===== config.mk =====
export PLATFORM = sky130hd
export DESIGN_NAME = lpu_uart
export DESIGN_NICKNAME = d
export VERILOG_FILES = /design/src/lpu_pkg.sv /design/src/lpu_uart.sv
export SDC_FILE = /design/constraint.sdc
export NUM_CORES = 1
export LEC_CHECK = 0
export BUFFER_PORTS_ARGS = -buffer_cell sky130_fd_sc_hd__buf_2
export CORE_MARGIN = 2
export CORE_UTILIZATION = 29
export CTS_CLUSTER_DIAMETER = 40
export DETAILED_ROUTE_END_ITERATION = 6
export SYNTH_ARGS = -nofsm -noshare
export SYNTH_HDL_FRONTEND = slang
export SYNTH_SLANG_ARGS = --single-unit

===== constraint.sdc =====
create_clock -name i_sys_clk -period 10.5 [get_ports i_sys_clk]
set_clock_uncertainty 0.2 [all_clocks]
set_input_delay 3.15 -clock i_sys_clk [delete_from_list [all_inputs] [get_ports i_sys_clk]]
set_output_delay 3.15 -clock i_sys_clk [all_outputs]
set_load 0.02 [all_outputs]

===== src/lpu_pkg.sv =====
package lpu_pkg;
    // Register byte offsets
    localparam logic [7:0] LPU_OFF_DATA   = 8'h00;
    localparam logic [7:0] LPU_OFF_CTRL   = 8'h04;
    localparam logic [7:0] LPU_OFF_ADDR   = 8'h08;
    localparam logic [7:0] LPU_OFF_MASK   = 8'h0c;
    localparam logic [7:0] LPU_OFF_STAT   = 8'h10;
    localparam logic [7:0] LPU_OFF_CLR    = 8'h14;
    localparam logic [7:0] LPU_OFF_BAUD   = 8'h18;
    // Control field positions
    localparam int LPU_B_RXIE  = 0;
    localparam int LPU_B_TXIE  = 1;
    localparam int LPU_B_RX9   = 2;
    localparam int LPU_B_TX9   = 3;
    localparam int LPU_B_REN   = 4;
    localparam int LPU_B_MPF   = 5;
    localparam int LPU_B_MODE0 = 6;
    localparam int LPU_B_DBL   = 9;
    localparam int LPU_B_EN    = 16;
    // Flag positions, baud select bit and shared constants
    localparam int LPU_F_RX    = 0;
    localparam int LPU_F_TX    = 1;
    localparam int LPU_F_FERR  = 2;
    localparam int LPU_B_ISEL  = 16;
    localparam logic [31:0] LPU_CTRL_RST = 32'h0000_e000;
    localparam logic [1:0]  LPU_RESP_OK  = 2'b00;
    localparam logic [1:0]  LPU_RESP_ERR = 2'b10;
    localparam logic [4:0]  LPU_OVS      = 5'h1f;
    localparam logic [3:0]  LPU_MID      = 4'h7;

    typedef enum logic [1:0] {LPU_SHIFT, LPU_MODE1, LPU_MODE2, LPU_MODE3} lpu_mode_t;
    typedef enum {LPU_IDLE, LPU_START, LPU_DATA, LPU_NINTH, LPU_STOP} lpu_st_t;

    typedef struct packed {
        logic [7:0] awaddr;
        logic       awvalid;
        logic [31:0] wdata;
        logic [3:0] wstrb;
        logic       wvalid;
        logic       bready;
        logic [7:0] araddr;
        logic       arvalid;
        logic       rready;
    } lpu_axi_req_t;

    typedef struct packed {
        logic       awready;
        logic       wready;
        logic [1:0] bresp;
        logic       bvalid;
        logic       arready;
        logic [31:0] rdata;
        logic [1:0] rresp;
        logic       rvalid;
    } lpu_axi_rsp_t;
endpackage : lpu_pkg


===== src/lpu_uart.sv =====
// Register access over AXI4-Lite is this design's own decision.
`timescale 1ns/100ps
// Functional notes
// RULE_01: In 9-bit modes with filtering, frames with ninth bit 1 stored, flag raised.
// RULE_02: Under address monitoring, frames with ninth bit 0 are discarded.
// RULE_03: Filtering off: every frame stored and flagged; ninth bit is a check bit.
// RULE_04: Receive enable bit 4: 0 transmit only, 1 receive (and transmit); in shift mode the code blocks transmit while bit 4 is 1.
// RULE_05: Receive interrupt requested only when bit 0 enable and receive flag set.
// RULE_06: Own address register, bits 7:0, read/write, used in address compare.
// RULE_07: Address mask register, bits 7:0, read/write, selects compared bits.
// RULE_08: Frame error flag bit 2 set on missing stop bit; software clears.
// RULE_09: Transmit done flag bit 1 set at frame end; held until cleared.
// RULE_10: Receive done flag bit 0 set at reception end; held until cleared.
// RULE_11: Clear register bits 2..0 write one clears flags; zero ignored; write only.
// RULE_12: Baud select bit 16: 0 external timer tick, 1 internal divisor.
// RULE_13: Internal rate is (double+1) times serial clock over 32 times (divisor+1).
// RULE_14: Mask zero bits are don't care; given address is address AND mask.
// RULE_15: Broadcast address, address OR mask, is also accepted.
// RULE_16: Frame error flag stays set through later good frames until cleared.
// RULE_17: In 8-bit mode filtering uses the stop bit instead of the ninth bit.
// RULE_18: Transmit interrupt needs bit 1 enable; all requests form one line.
module lpu_uart
    import lpu_pkg::*;
(
    // Clock and reset
    input  wire logic                  i_sys_clk,
    input  wire logic                  i_rst,
    input  wire logic                  i_clk_en,
    // Register bus
    input  wire lpu_pkg::lpu_axi_req_t i_axi,
    output      lpu_pkg::lpu_axi_rsp_t o_axi,
    // Serial line and external baud tick
    input  wire logic                  i_rxd,
    input  wire logic                  i_lptim_tick,
    output      logic                  o_txd,
    // Interrupt
    output      logic                  o_irq
);
    import lpu_pkg::*;

    logic [31:0] ctrl_r;
    logic [7:0]  own_addr_r;
    logic [7:0]  mask_r;
    logic [16:0] baud_r;
    logic [2:0]  flags_r;
    logic [7:0]  rx_buf_r;
    lpu_axi_rsp_t axi_r;
    logic        irq_r;

    wire lpu_mode_t mode   = lpu_mode_t'(ctrl_r[LPU_B_MODE0 +: 2]);
    wire logic      nine   = mode == LPU_MODE2 || mode == LPU_MODE3;
    wire logic      en     = ctrl_r[LPU_B_EN];
    // RULE_04 receive enable
    wire logic      rx_on  = en && ctrl_r[LPU_B_REN];

    // AXI write: address and data taken in either order
    logic        aw_have_r;
    logic        w_have_r;
    logic [7:0]  aw_addr_r;
    logic [31:0] w_data_r;
    logic [3:0]  w_strb_r;
    wire logic   wr_go = aw_have_r && w_have_r && !axi_r.bvalid;
    wire logic   rd_go = i_axi.arvalid && axi_r.arready;
    logic [31:0] wmask;
    always_comb
    begin
        for (int i = 0; i < 4; i++)
        begin
            wmask[i*8 +: 8] = {8{w_strb_r[i]}};
        end
    end
    wire logic [31:0] wval = w_data_r & wmask;

    always_ff @(posedge i_sys_clk or posedge i_rst)
    begin
        if (i_rst)
        begin
            aw_have_r <= 1'b0;
            w_have_r  <= 1'b0;
            aw_addr_r <= 8'h00;
            w_data_r  <= 32'h0000_0000;
            w_strb_r  <= 4'h0;
            axi_r     <= '0;
        end
        else if (i_clk_en)
        begin
            axi_r.awready <= !aw_have_r && !(i_axi.awvalid && axi_r.awready);
            axi_r.wready  <= !w_have_r && !(i_axi.wvalid && axi_r.wready);
            if (i_axi.awvalid && axi_r.awready)
            begin
                aw_have_r <= 1'b1;
                aw_addr_r <= i_axi.awaddr;
            end
            if (i_axi.wvalid && axi_r.wready)
            begin
                w_have_r <= 1'b1;
                w_data_r <= i_axi.wdata;
                w_strb_r <= i_axi.wstrb;
            end
            if (wr_go)
            begin
                aw_have_r    <= 1'b0;
                w_have_r     <= 1'b0;
                axi_r.bvalid <= 1'b1;
                axi_r.bresp  <= (aw_addr_r[1:0] == 2'b00 && aw_addr_r <= LPU_OFF_BAUD)
                                ? LPU_RESP_OK : LPU_RESP_ERR;
            end
            else if (axi_r.bvalid && i_axi.bready)
            begin
                axi_r.bvalid <= 1'b0;
            end
            axi_r.arready <= !axi_r.rvalid && !rd_go;
            if (rd_go)
            begin
                axi_r.rvalid <= 1'b1;
                axi_r.rresp  <= LPU_RESP_OK;
                case (i_axi.araddr)
                    LPU_OFF_DATA: axi_r.rdata <= {24'h00_0000, rx_buf_r};
                    LPU_OFF_CTRL: axi_r.rdata <= ctrl_r;
                    LPU_OFF_ADDR: axi_r.rdata <= {24'h00_0000, own_addr_r};
                    LPU_OFF_MASK: axi_r.rdata <= {24'h00_0000, mask_r};
                    LPU_OFF_STAT: axi_r.rdata <= {29'h0000_0000, flags_r};
                    LPU_OFF_CLR:  axi_r.rdata <= 32'h0000_0000;
                    LPU_OFF_BAUD: axi_r.rdata <= {15'h0000, baud_r};
                    default:
                    begin
                        axi_r.rdata <= 32'h0000_0000;
                        axi_r.rresp <= LPU_RESP_ERR;
                    end
                endcase
            end
            else if (axi_r.rvalid && i_axi.rready)
            begin
                axi_r.rvalid <= 1'b0;
            end
        end
    end
    assign o_axi = axi_r;

    // Configuration registers
    wire logic wr_ctrl = wr_go && aw_addr_r == LPU_OFF_CTRL;
    wire logic wr_data = wr_go && aw_addr_r == LPU_OFF_DATA;
    wire logic wr_clr  = wr_go && aw_addr_r == LPU_OFF_CLR;
    logic      rx_set_ctrl9;
    logic      rx_ninth_val;
    always_ff @(posedge i_sys_clk or posedge i_rst)
    begin
        if (i_rst)
        begin
            ctrl_r     <= LPU_CTRL_RST;
            own_addr_r <= 8'h00;
            mask_r     <= 8'h00;
            baud_r     <= 17'h0_0000;
        end
        else if (i_clk_en)
        begin
            if (wr_ctrl)
            begin
                ctrl_r <= {15'h0000, wval[16:0]};
            end
            else if (rx_set_ctrl9)
            begin
                ctrl_r[LPU_B_RX9] <= rx_ninth_val;
            end
            // RULE_06 own address
            if (wr_go && aw_addr_r == LPU_OFF_ADDR)
            begin
                own_addr_r <= wval[7:0];
            end
            // RULE_07 address mask
            if (wr_go && aw_addr_r == LPU_OFF_MASK)
            begin
                mask_r <= wval[7:0];
            end
            if (wr_go && aw_addr_r == LPU_OFF_BAUD)
            begin
                baud_r <= wval[16:0];
            end
        end
    end

    // RULE_12 RULE_13 oversample tick: 32 ticks per bit, halved when doubled
    logic [15:0] div_cnt_r;
    logic        os_tick;
    always_ff @(posedge i_sys_clk or posedge i_rst)
    begin
        if (i_rst)
        begin
            div_cnt_r <= 16'h0000;
        end
        else if (i_clk_en)
        begin
            div_cnt_r <= (div_cnt_r >= baud_r[15:0]) ? 16'h0000 : div_cnt_r + 16'h0001;
        end
    end
    assign os_tick = baud_r[LPU_B_ISEL] ? (div_cnt_r >= baud_r[15:0]) : i_lptim_tick;
    wire logic [4:0] os_step = ctrl_r[LPU_B_DBL] ? 5'h02 : 5'h01;

    // Receiver
    lpu_st_t     rx_st_r;
    logic [4:0]  rx_os_r;
    logic [2:0]  rx_bit_r;
    logic [7:0]  rx_sh_r;
    logic        rx_9_r;
    logic        rx_done;
    logic        rx_ferr;
    logic        rx_store;
    wire logic   samp = (rx_os_r == {1'b0, LPU_MID}) || (rx_os_r == {1'b0, LPU_MID} + 5'h01
                        && ctrl_r[LPU_B_DBL]);
    wire logic   bit_end = {1'b0, rx_os_r} + {1'b0, os_step} > {1'b0, LPU_OVS};
    wire logic [7:0] given = own_addr_r & mask_r;
    wire logic [7:0] bcast = own_addr_r | mask_r;
    // RULE_14 RULE_15 masked compare against given and broadcast addresses
    wire logic   addr_hit = ((rx_sh_r & mask_r) == given)
                         || ((rx_sh_r & mask_r) == (bcast & mask_r));
    wire logic   mpf = ctrl_r[LPU_B_MPF];

    always_comb
    begin
        rx_store     = 1'b0;
        rx_ferr      = 1'b0;
        rx_set_ctrl9 = 1'b0;
        rx_ninth_val = rx_9_r;
        if (rx_done)
        begin
            rx_ferr = !i_rxd && mode != LPU_SHIFT;
            if (!mpf || mode == LPU_SHIFT)
            begin
                // RULE_03 unfiltered store
                rx_store = 1'b1;
            end
            else if (nine)
            begin
                // RULE_01 RULE_02 ninth-bit screen then address match
                rx_store = rx_9_r && addr_hit;
            end
            else
            begin
                // RULE_17 stop bit stands in for ninth bit
                rx_store = i_rxd && addr_hit;
            end
            rx_set_ctrl9 = rx_store && nine;
        end
    end

    always_ff @(posedge i_sys_clk or posedge i_rst)
    begin
        if (i_rst)
        begin
            rx_st_r  <= LPU_IDLE;
            rx_os_r  <= 5'h00;
            rx_bit_r <= 3'h0;
            rx_sh_r  <= 8'h00;
            rx_9_r   <= 1'b0;
            rx_done  <= 1'b0;
            rx_buf_r <= 8'h00;
        end
        else if (i_clk_en)
        begin
            rx_done <= 1'b0;
            if (rx_store)
            begin
                rx_buf_r <= rx_sh_r;
            end
            if (!rx_on)
            begin
                rx_st_r <= LPU_IDLE;
            end
            else if (os_tick)
            begin
                rx_os_r <= bit_end ? 5'h00 : rx_os_r + os_step;
                case (rx_st_r)
                    LPU_IDLE:
                    begin
                        rx_os_r <= 5'h00;
                        if (!i_rxd)
                        begin
                            rx_st_r <= LPU_START;
                        end
                    end
                    LPU_START:
                    begin
                        if (samp && i_rxd)
                        begin
                            rx_st_r <= LPU_IDLE;
                        end
                        else if (bit_end)
                        begin
                            rx_st_r  <= LPU_DATA;
                            rx_bit_r <= 3'h0;
                        end
                    end
                    LPU_DATA:
                    begin
                        if (samp)
                        begin
                            rx_sh_r <= {i_rxd, rx_sh_r[7:1]};
                        end
                        if (bit_end)
                        begin
                            rx_bit_r <= rx_bit_r + 3'h1;
                            if (rx_bit_r == 3'h7)
                            begin
                                rx_st_r <= nine ? LPU_NINTH : LPU_STOP;
                            end
                        end
                    end
                    LPU_NINTH:
                    begin
                        if (samp)
                        begin
                            rx_9_r <= i_rxd;
                        end
                        if (bit_end)
                        begin
                            rx_st_r <= LPU_STOP;
                        end
                    end
                    LPU_STOP:
                    begin
                        if (samp)
                        begin
                            rx_done <= 1'b1;
                            rx_st_r <= LPU_IDLE;
                        end
                    end
                    default: rx_st_r <= LPU_IDLE;
                endcase
            end
        end
    end

    // Transmitter: start, data, optional ninth, stop
    logic [10:0] tx_sh_r;
    logic [3:0]  tx_left_r;
    logic [4:0]  tx_os_r;
    logic        tx_done;
    always_ff @(posedge i_sys_clk or posedge i_rst)
    begin
        if (i_rst)
        begin
            tx_sh_r   <= 11'h7ff;
            tx_left_r <= 4'h0;
            tx_os_r   <= 5'h00;
            tx_done   <= 1'b0;
            o_txd     <= 1'b1;
        end
        else if (i_clk_en)
        begin
            tx_done <= 1'b0;
            // RULE_04 transmit blocked in shift mode when receiving
            if (wr_data && tx_left_r == 4'h0 && en
                && !(mode == LPU_SHIFT && ctrl_r[LPU_B_REN]))
            begin
                tx_sh_r   <= nine ? {1'b1, ctrl_r[LPU_B_TX9], wval[7:0], 1'b0}
                                  : {2'b11, wval[7:0], 1'b0};
                tx_left_r <= nine ? 4'hb : 4'ha;
                tx_os_r   <= 5'h00;
            end
            else if (tx_left_r != 4'h0 && os_tick)
            begin
                o_txd <= tx_sh_r[0];
                if ({1'b0, tx_os_r} + {1'b0, os_step} > {1'b0, LPU_OVS})
                begin
                    tx_os_r   <= 5'h00;
                    tx_sh_r   <= {1'b1, tx_sh_r[10:1]};
                    tx_left_r <= tx_left_r - 4'h1;
                    tx_done   <= tx_left_r == 4'h1;
                end
                else
                begin
                    tx_os_r <= tx_os_r + os_step;
                end
            end
            else if (tx_left_r == 4'h0)
            begin
                o_txd <= 1'b1;
            end
        end
    end

    // Sticky flags: set wins over clear
    logic [2:0] set_v;
    assign set_v = {rx_done && rx_ferr, tx_done, rx_store};
    always_ff @(posedge i_sys_clk or posedge i_rst)
    begin
        if (i_rst)
        begin
            flags_r <= 3'b000;
            irq_r   <= 1'b0;
        end
        else if (i_clk_en)
        begin
            // RULE_08 RULE_09 RULE_10 RULE_11 RULE_16 set and write-one clear
            flags_r <= (flags_r & ~({3{wr_clr}} & wval[2:0])) | set_v;
            // RULE_05 RULE_18 combined request line
            irq_r   <= (flags_r[LPU_F_RX] && ctrl_r[LPU_B_RXIE])
                    || (flags_r[LPU_F_TX] && ctrl_r[LPU_B_TXIE]);
        end
    end
    assign o_irq = irq_r;

    a_ferr_sticky: assert property (@(posedge i_sys_clk) disable iff (i_rst) // RULE_16
        i_clk_en && flags_r[LPU_F_FERR] && !(wr_clr && wval[LPU_F_FERR])
        |=> flags_r[LPU_F_FERR])
        else $error("frame error flag dropped");
    a_rx_store: assert property (@(posedge i_sys_clk) disable iff (i_rst) // RULE_10
        i_clk_en && rx_store |=> flags_r[LPU_F_RX])
        else $error("receive flag not set");
    a_tx_done: assert property (@(posedge i_sys_clk) disable iff (i_rst) // RULE_09
        i_clk_en && tx_done |=> flags_r[LPU_F_TX])
        else $error("transmit flag not set");
    a_nine_screen: assert property (@(posedge i_sys_clk) disable iff (i_rst) // RULE_02
        rx_done && mpf && nine && !rx_9_r |-> !rx_store)
        else $error("data frame passed monitor");
    a_unfiltered: assert property (@(posedge i_sys_clk) disable iff (i_rst) // RULE_03
        rx_done && !mpf |-> rx_store)
        else $error("unfiltered frame dropped");
    a_irq_gate: assert property (@(posedge i_sys_clk) disable iff (i_rst) // RULE_05
        i_clk_en && !ctrl_r[LPU_B_RXIE] && !ctrl_r[LPU_B_TXIE] |=> !o_irq)
        else $error("irq without enable");
    a_clear_flag: assert property (@(posedge i_sys_clk) disable iff (i_rst) // RULE_11
        i_clk_en && wr_clr && wval[LPU_F_TX] && !tx_done |=> !flags_r[LPU_F_TX])
        else $error("clear ignored");
    a_rx_off: assert property (@(posedge i_sys_clk) disable iff (i_rst) // RULE_04
        !rx_on |=> rx_st_r == LPU_IDLE || !$past(i_clk_en))
        else $error("receiver ran while off");
    c_rx: cover property (@(posedge i_sys_clk) rx_store);
    c_tx: cover property (@(posedge i_sys_clk) tx_done);
    c_ferr: cover property (@(posedge i_sys_clk) rx_done && rx_ferr);
endmodule : lpu_uart


==> results.sh <==
export IMPL_ios=105
export IMPL_clk_path_buf_depth=2
export IMPL_portBuffers=71
export IMPL_root_buffer="clkbuf_16"
export IMPL_cp_end_kind="register"
export IMPL_fin_crit_sh_pct=55.4
export IMPL_rsz0062_at_grt="no"
export IMPL_synth_top_area_share_pct=44.7
export IMPL_cts_tree="done"
export IMPL_layout_commonest_cell="dfrtp_1"
export IMPL_grt_pass1_wl_um=35900
export IMPL_finalNonFillerCells=1366
export IMPL_vias=6902
export IMPL_pwr_share_seq_pct=47.2
export IMPL_cp_buffers_inverters=2
export IMPL_cp_arrival_ns=5.94
export IMPL_crit_path_max_fanout=71
export IMPL_wl_per_cell_um=16.0
export IMPL_combPwrFrac_pct=19.1
export IMPL_power_w=0.00180
export IMPL_startpoint_type="input pin"
export IMPL_grt_max_degree=100
export IMPL_diodes=0
export IMPL_grt_overflow_total=0
export IMPL_r2r_end="rx_sh_r[5]"
export IMPL_relSlewSlack_pct=25.7
export IMPL_netlist_instances=902
export IMPL_die_h_um=180
export IMPL_pwr_share_clk_pct=33.8
export IMPL_cpMaxStageDelayCell="nand2_1"
export IMPL_insertion_delay_ns=0.44
export IMPL_pre_cts_ws_ns=4.25
export IMPL_most_common_layout_cells="dfrtp_1 (160), nand2_1 (129), o21ai_0 (95)"
export IMPL_swShare_pct=32.1
export IMPL_cts_hold_fix_buffers=0
export IMPL_netlist_area_um2=8960
export IMPL_internal_power_w=0.00122
export IMPL_endpoint="ctrl_r[2]"
export IMPL_synthTopCellsByArea="dfrtp_1 (45%), mux2_2 (5.4%), nand2_1 (5.4%)"
export IMPL_first_iter_violations=564
export IMPL_cp_cell_sequence="buf_2 -> buf_4 -> nand4b_1 -> nor3_1 -> nand2_1 -> o21ai_0 -> nor2_1 -> mux2_2"
export IMPL_critPathKind="in -> reg"
export IMPL_fp_dieW_um=180
export IMPL_p_per_area_nw_per_um2=177
export IMPL_first_global_vias=6598
export IMPL_hold_class="reg -> reg"
export IMPL_p_leak_nw=4.38
export IMPL_worst_slack_ns=4.68
export IMPL_fin_setup_tns_ns=0
export IMPL_nNetsFinal=1046
export IMPL_p_sw_w=0.000579
export IMPL_setup_violations=0
export IMPL_ant_nets=0
export IMPL_place_hpwl_um=15300
export IMPL_reg2reg_from="baud_r[13]"
export IMPL_initial_core_util_pct=29.4
export IMPL_cts_buffers=17
export IMPL_max_cap_viol_count=0
export IMPL_cp_num_cells=8
export IMPL_synth_top_flop_cell="dfrtp_1"
export IMPL_yosysSeqAreaShare_pct=48.8
export IMPL_drc_errors=0
export IMPL_hold_viol=0
export IMPL_rr_worst_depth=9
export IMPL_r2r_setup_slack_ns=7.13
export IMPL_track_usage_pct=13.8
export IMPL_maxSlewViolCount=0
export IMPL_dr_pass1_iters=5
export IMPL_core_region_area_um2=30500
export IMPL_num_rows=64
export IMPL_ys_seq_elements=174
export IMPL_cts_max_level=4
export IMPL_peakVddDrop_mv=0.129
export IMPL_viasPerCell=5.05
export IMPL_synth_warnings=0
export IMPL_drive_above_1_share_pct=19.6
export IMPL_status="finished, final reports clean"
export IMPL_path_delay_family="simple AND/OR/NAND/NOR gates"
export IMPL_place_congestion=0.869
export IMPL_synth_avg_cell_area_um2=9.93
export IMPL_crit_path_start="i_clk_en"
export IMPL_tightest_slew_ns=1.11
export IMPL_critical_path_max_stage_delay_ns=0.73
export IMPL_clkSinkCount=174
export IMPL_required_ns=10.62
export IMPL_min_period_ns=5.82
export IMPL_yosysTopAreaCell="dfrtp_1"
export IMPL_antenna_found_initial=0
export IMPL_max_freq_ghz=0.172
export IMPL_path_clk_slew_ns=0.07
export IMPL_postCtsSetupRepairBufs=0
export IMPL_drt_wl_total_um=21800
export IMPL_dp_cells=1334
export IMPL_synth_edff_count=0
export IMPL_async_reset_ff_share_pct=100
export IMPL_die_area_um2=32300
export IMPL_cts_resized=0
export IMPL_syn2layout_area_growth_pct=13.9
export IMPL_yosysUniqueCellTypes=71
-- worst min path at each step --
stage          slack [ns]         to  depth (start not counted)  startpoint
2_1_floorplan        0.25  mask_r[3]                          2   mask_r[3]
3_3_place_gp         0.26   o_axi[7]                          2    o_axi[7]
3_5_place_dp         0.26  o_axi[10]                          1   o_axi[10]
4_1_cts              0.28  o_axi[15]                          2   o_axi[15]
5_1_grt              0.30  o_axi[11]                          2   o_axi[11]
6_report             0.27  o_axi[15]                          2   o_axi[15]
-- synthesized netlist by cell type (4+ instances only) --
library cell	count
a222oi_1	4
dfstp_2	14
nand2_1	129
xor2_1	7
a221oi_1	6
dfrtp_1	160
buf_4	17
or3_1	5
mux2_1	8
nand2b_1	11
nor4_1	19
ha_1	25
buf_2	4
buf_1	5
a211oi_2	8
inv_1	47
or4_1	4
a22oi_1	13
a21oi_1	38
nor3_1	12
a21o_1	6
a22o_1	4
nor2_1	38
mux2i_1	9
nand3_1	28
o21ai_0	95
a21boi_0	5
nand4_1	8
o22ai_1	12
and3_1	7
mux2_2	43
xnor2_1	12
clkbuf_1	33
and2_1	6
-- area by class of cell --
type / count / area, µm²
multi-input combinational: 637 / 4180
timing repair buffer: 80 / 423
clock inverter: 12 / 103
sequential: 174 / 4370
tap: 396 / 495
inverter: 47 / 181
fill: 3098 / 20300
clock buffer: 20 / 457
-- registers in the layout, summed over array words and instances, names as in the netlist, 4 cells and up --
name / flops
baud_r: 17
o_axi: 24
ctrl_r: 17
aw_addr_r: 8
w_data_r: 17
rx_buf_r: 8
rx_os_r: 5
mask_r: 8
rx_sh_r: 8
div_cnt_r: 16
own_addr_r: 8
tx_sh_r: 10
tx_os_r: 5
tx_left_r: 4
-- through the flow --
stage          hold WS (ns)  util, %  cell area, µm²
2_1_floorplan         0.250        -            9020
3_3_place_gp          0.258     31.6            9650
3_5_place_dp          0.265     31.6            9650
4_1_cts               0.281     33.5           10200
5_1_grt               0.301     33.5           10200
6_report              0.273     33.5           10200
-- power by group through the flow --
stage	Combinational [W]	Sequential (W)	Clock, W
6_report	0.000344	0.000851	0.000609
5_1_grt	0.000386	0.000865	0.000651
4_1_cts	0.000347	0.000850	0.000625
3_5_place_dp	0.000346	0.000862	0
3_3_place_gp	0.000340	0.000858	0
2_1_floorplan	0.000244	0.000849	0
-- routing by layer --
metal / wire length [µm] / up-vias / GRT usage (%)
met5: 0 / - / 0
met4: 295 / 0 / 3.61
met3: 1220 / 26 / 3.18
met2: 9890 / 178 / 21.0
met1: 10400 / 3386 / 19.6
li1: - / 3312 / -
-- tightest hold or removal path: cells and delay by family, from the launching register on --
kind               cells  cell delay, ns
AOI/OAI and AO/OA      1            0.06
and+or+nand+nor        1            0.04
DFF                    1            0.34
-- cells by family (layout without fill, tap and decap cells) --
family | count (synthesis) | count (layout) | synth area share (%)
adder cells (fa/ha/maj) | 27 | 27 | 3.94
buffers and inverters | 107 | 159 | 5.33
XOR/XNOR | 19 | 19 | 1.86
other | 1 | 17 | 0.0418
AND/OR/NAND/NOR | 287 | 287 | 15.5
flip-flops | 174 | 174 | 48.8
AO/OA/AOI/OAI | 227 | 227 | 17.2
multiplexers | 60 | 60 | 7.41
Power figures use the tool's default switching activity.
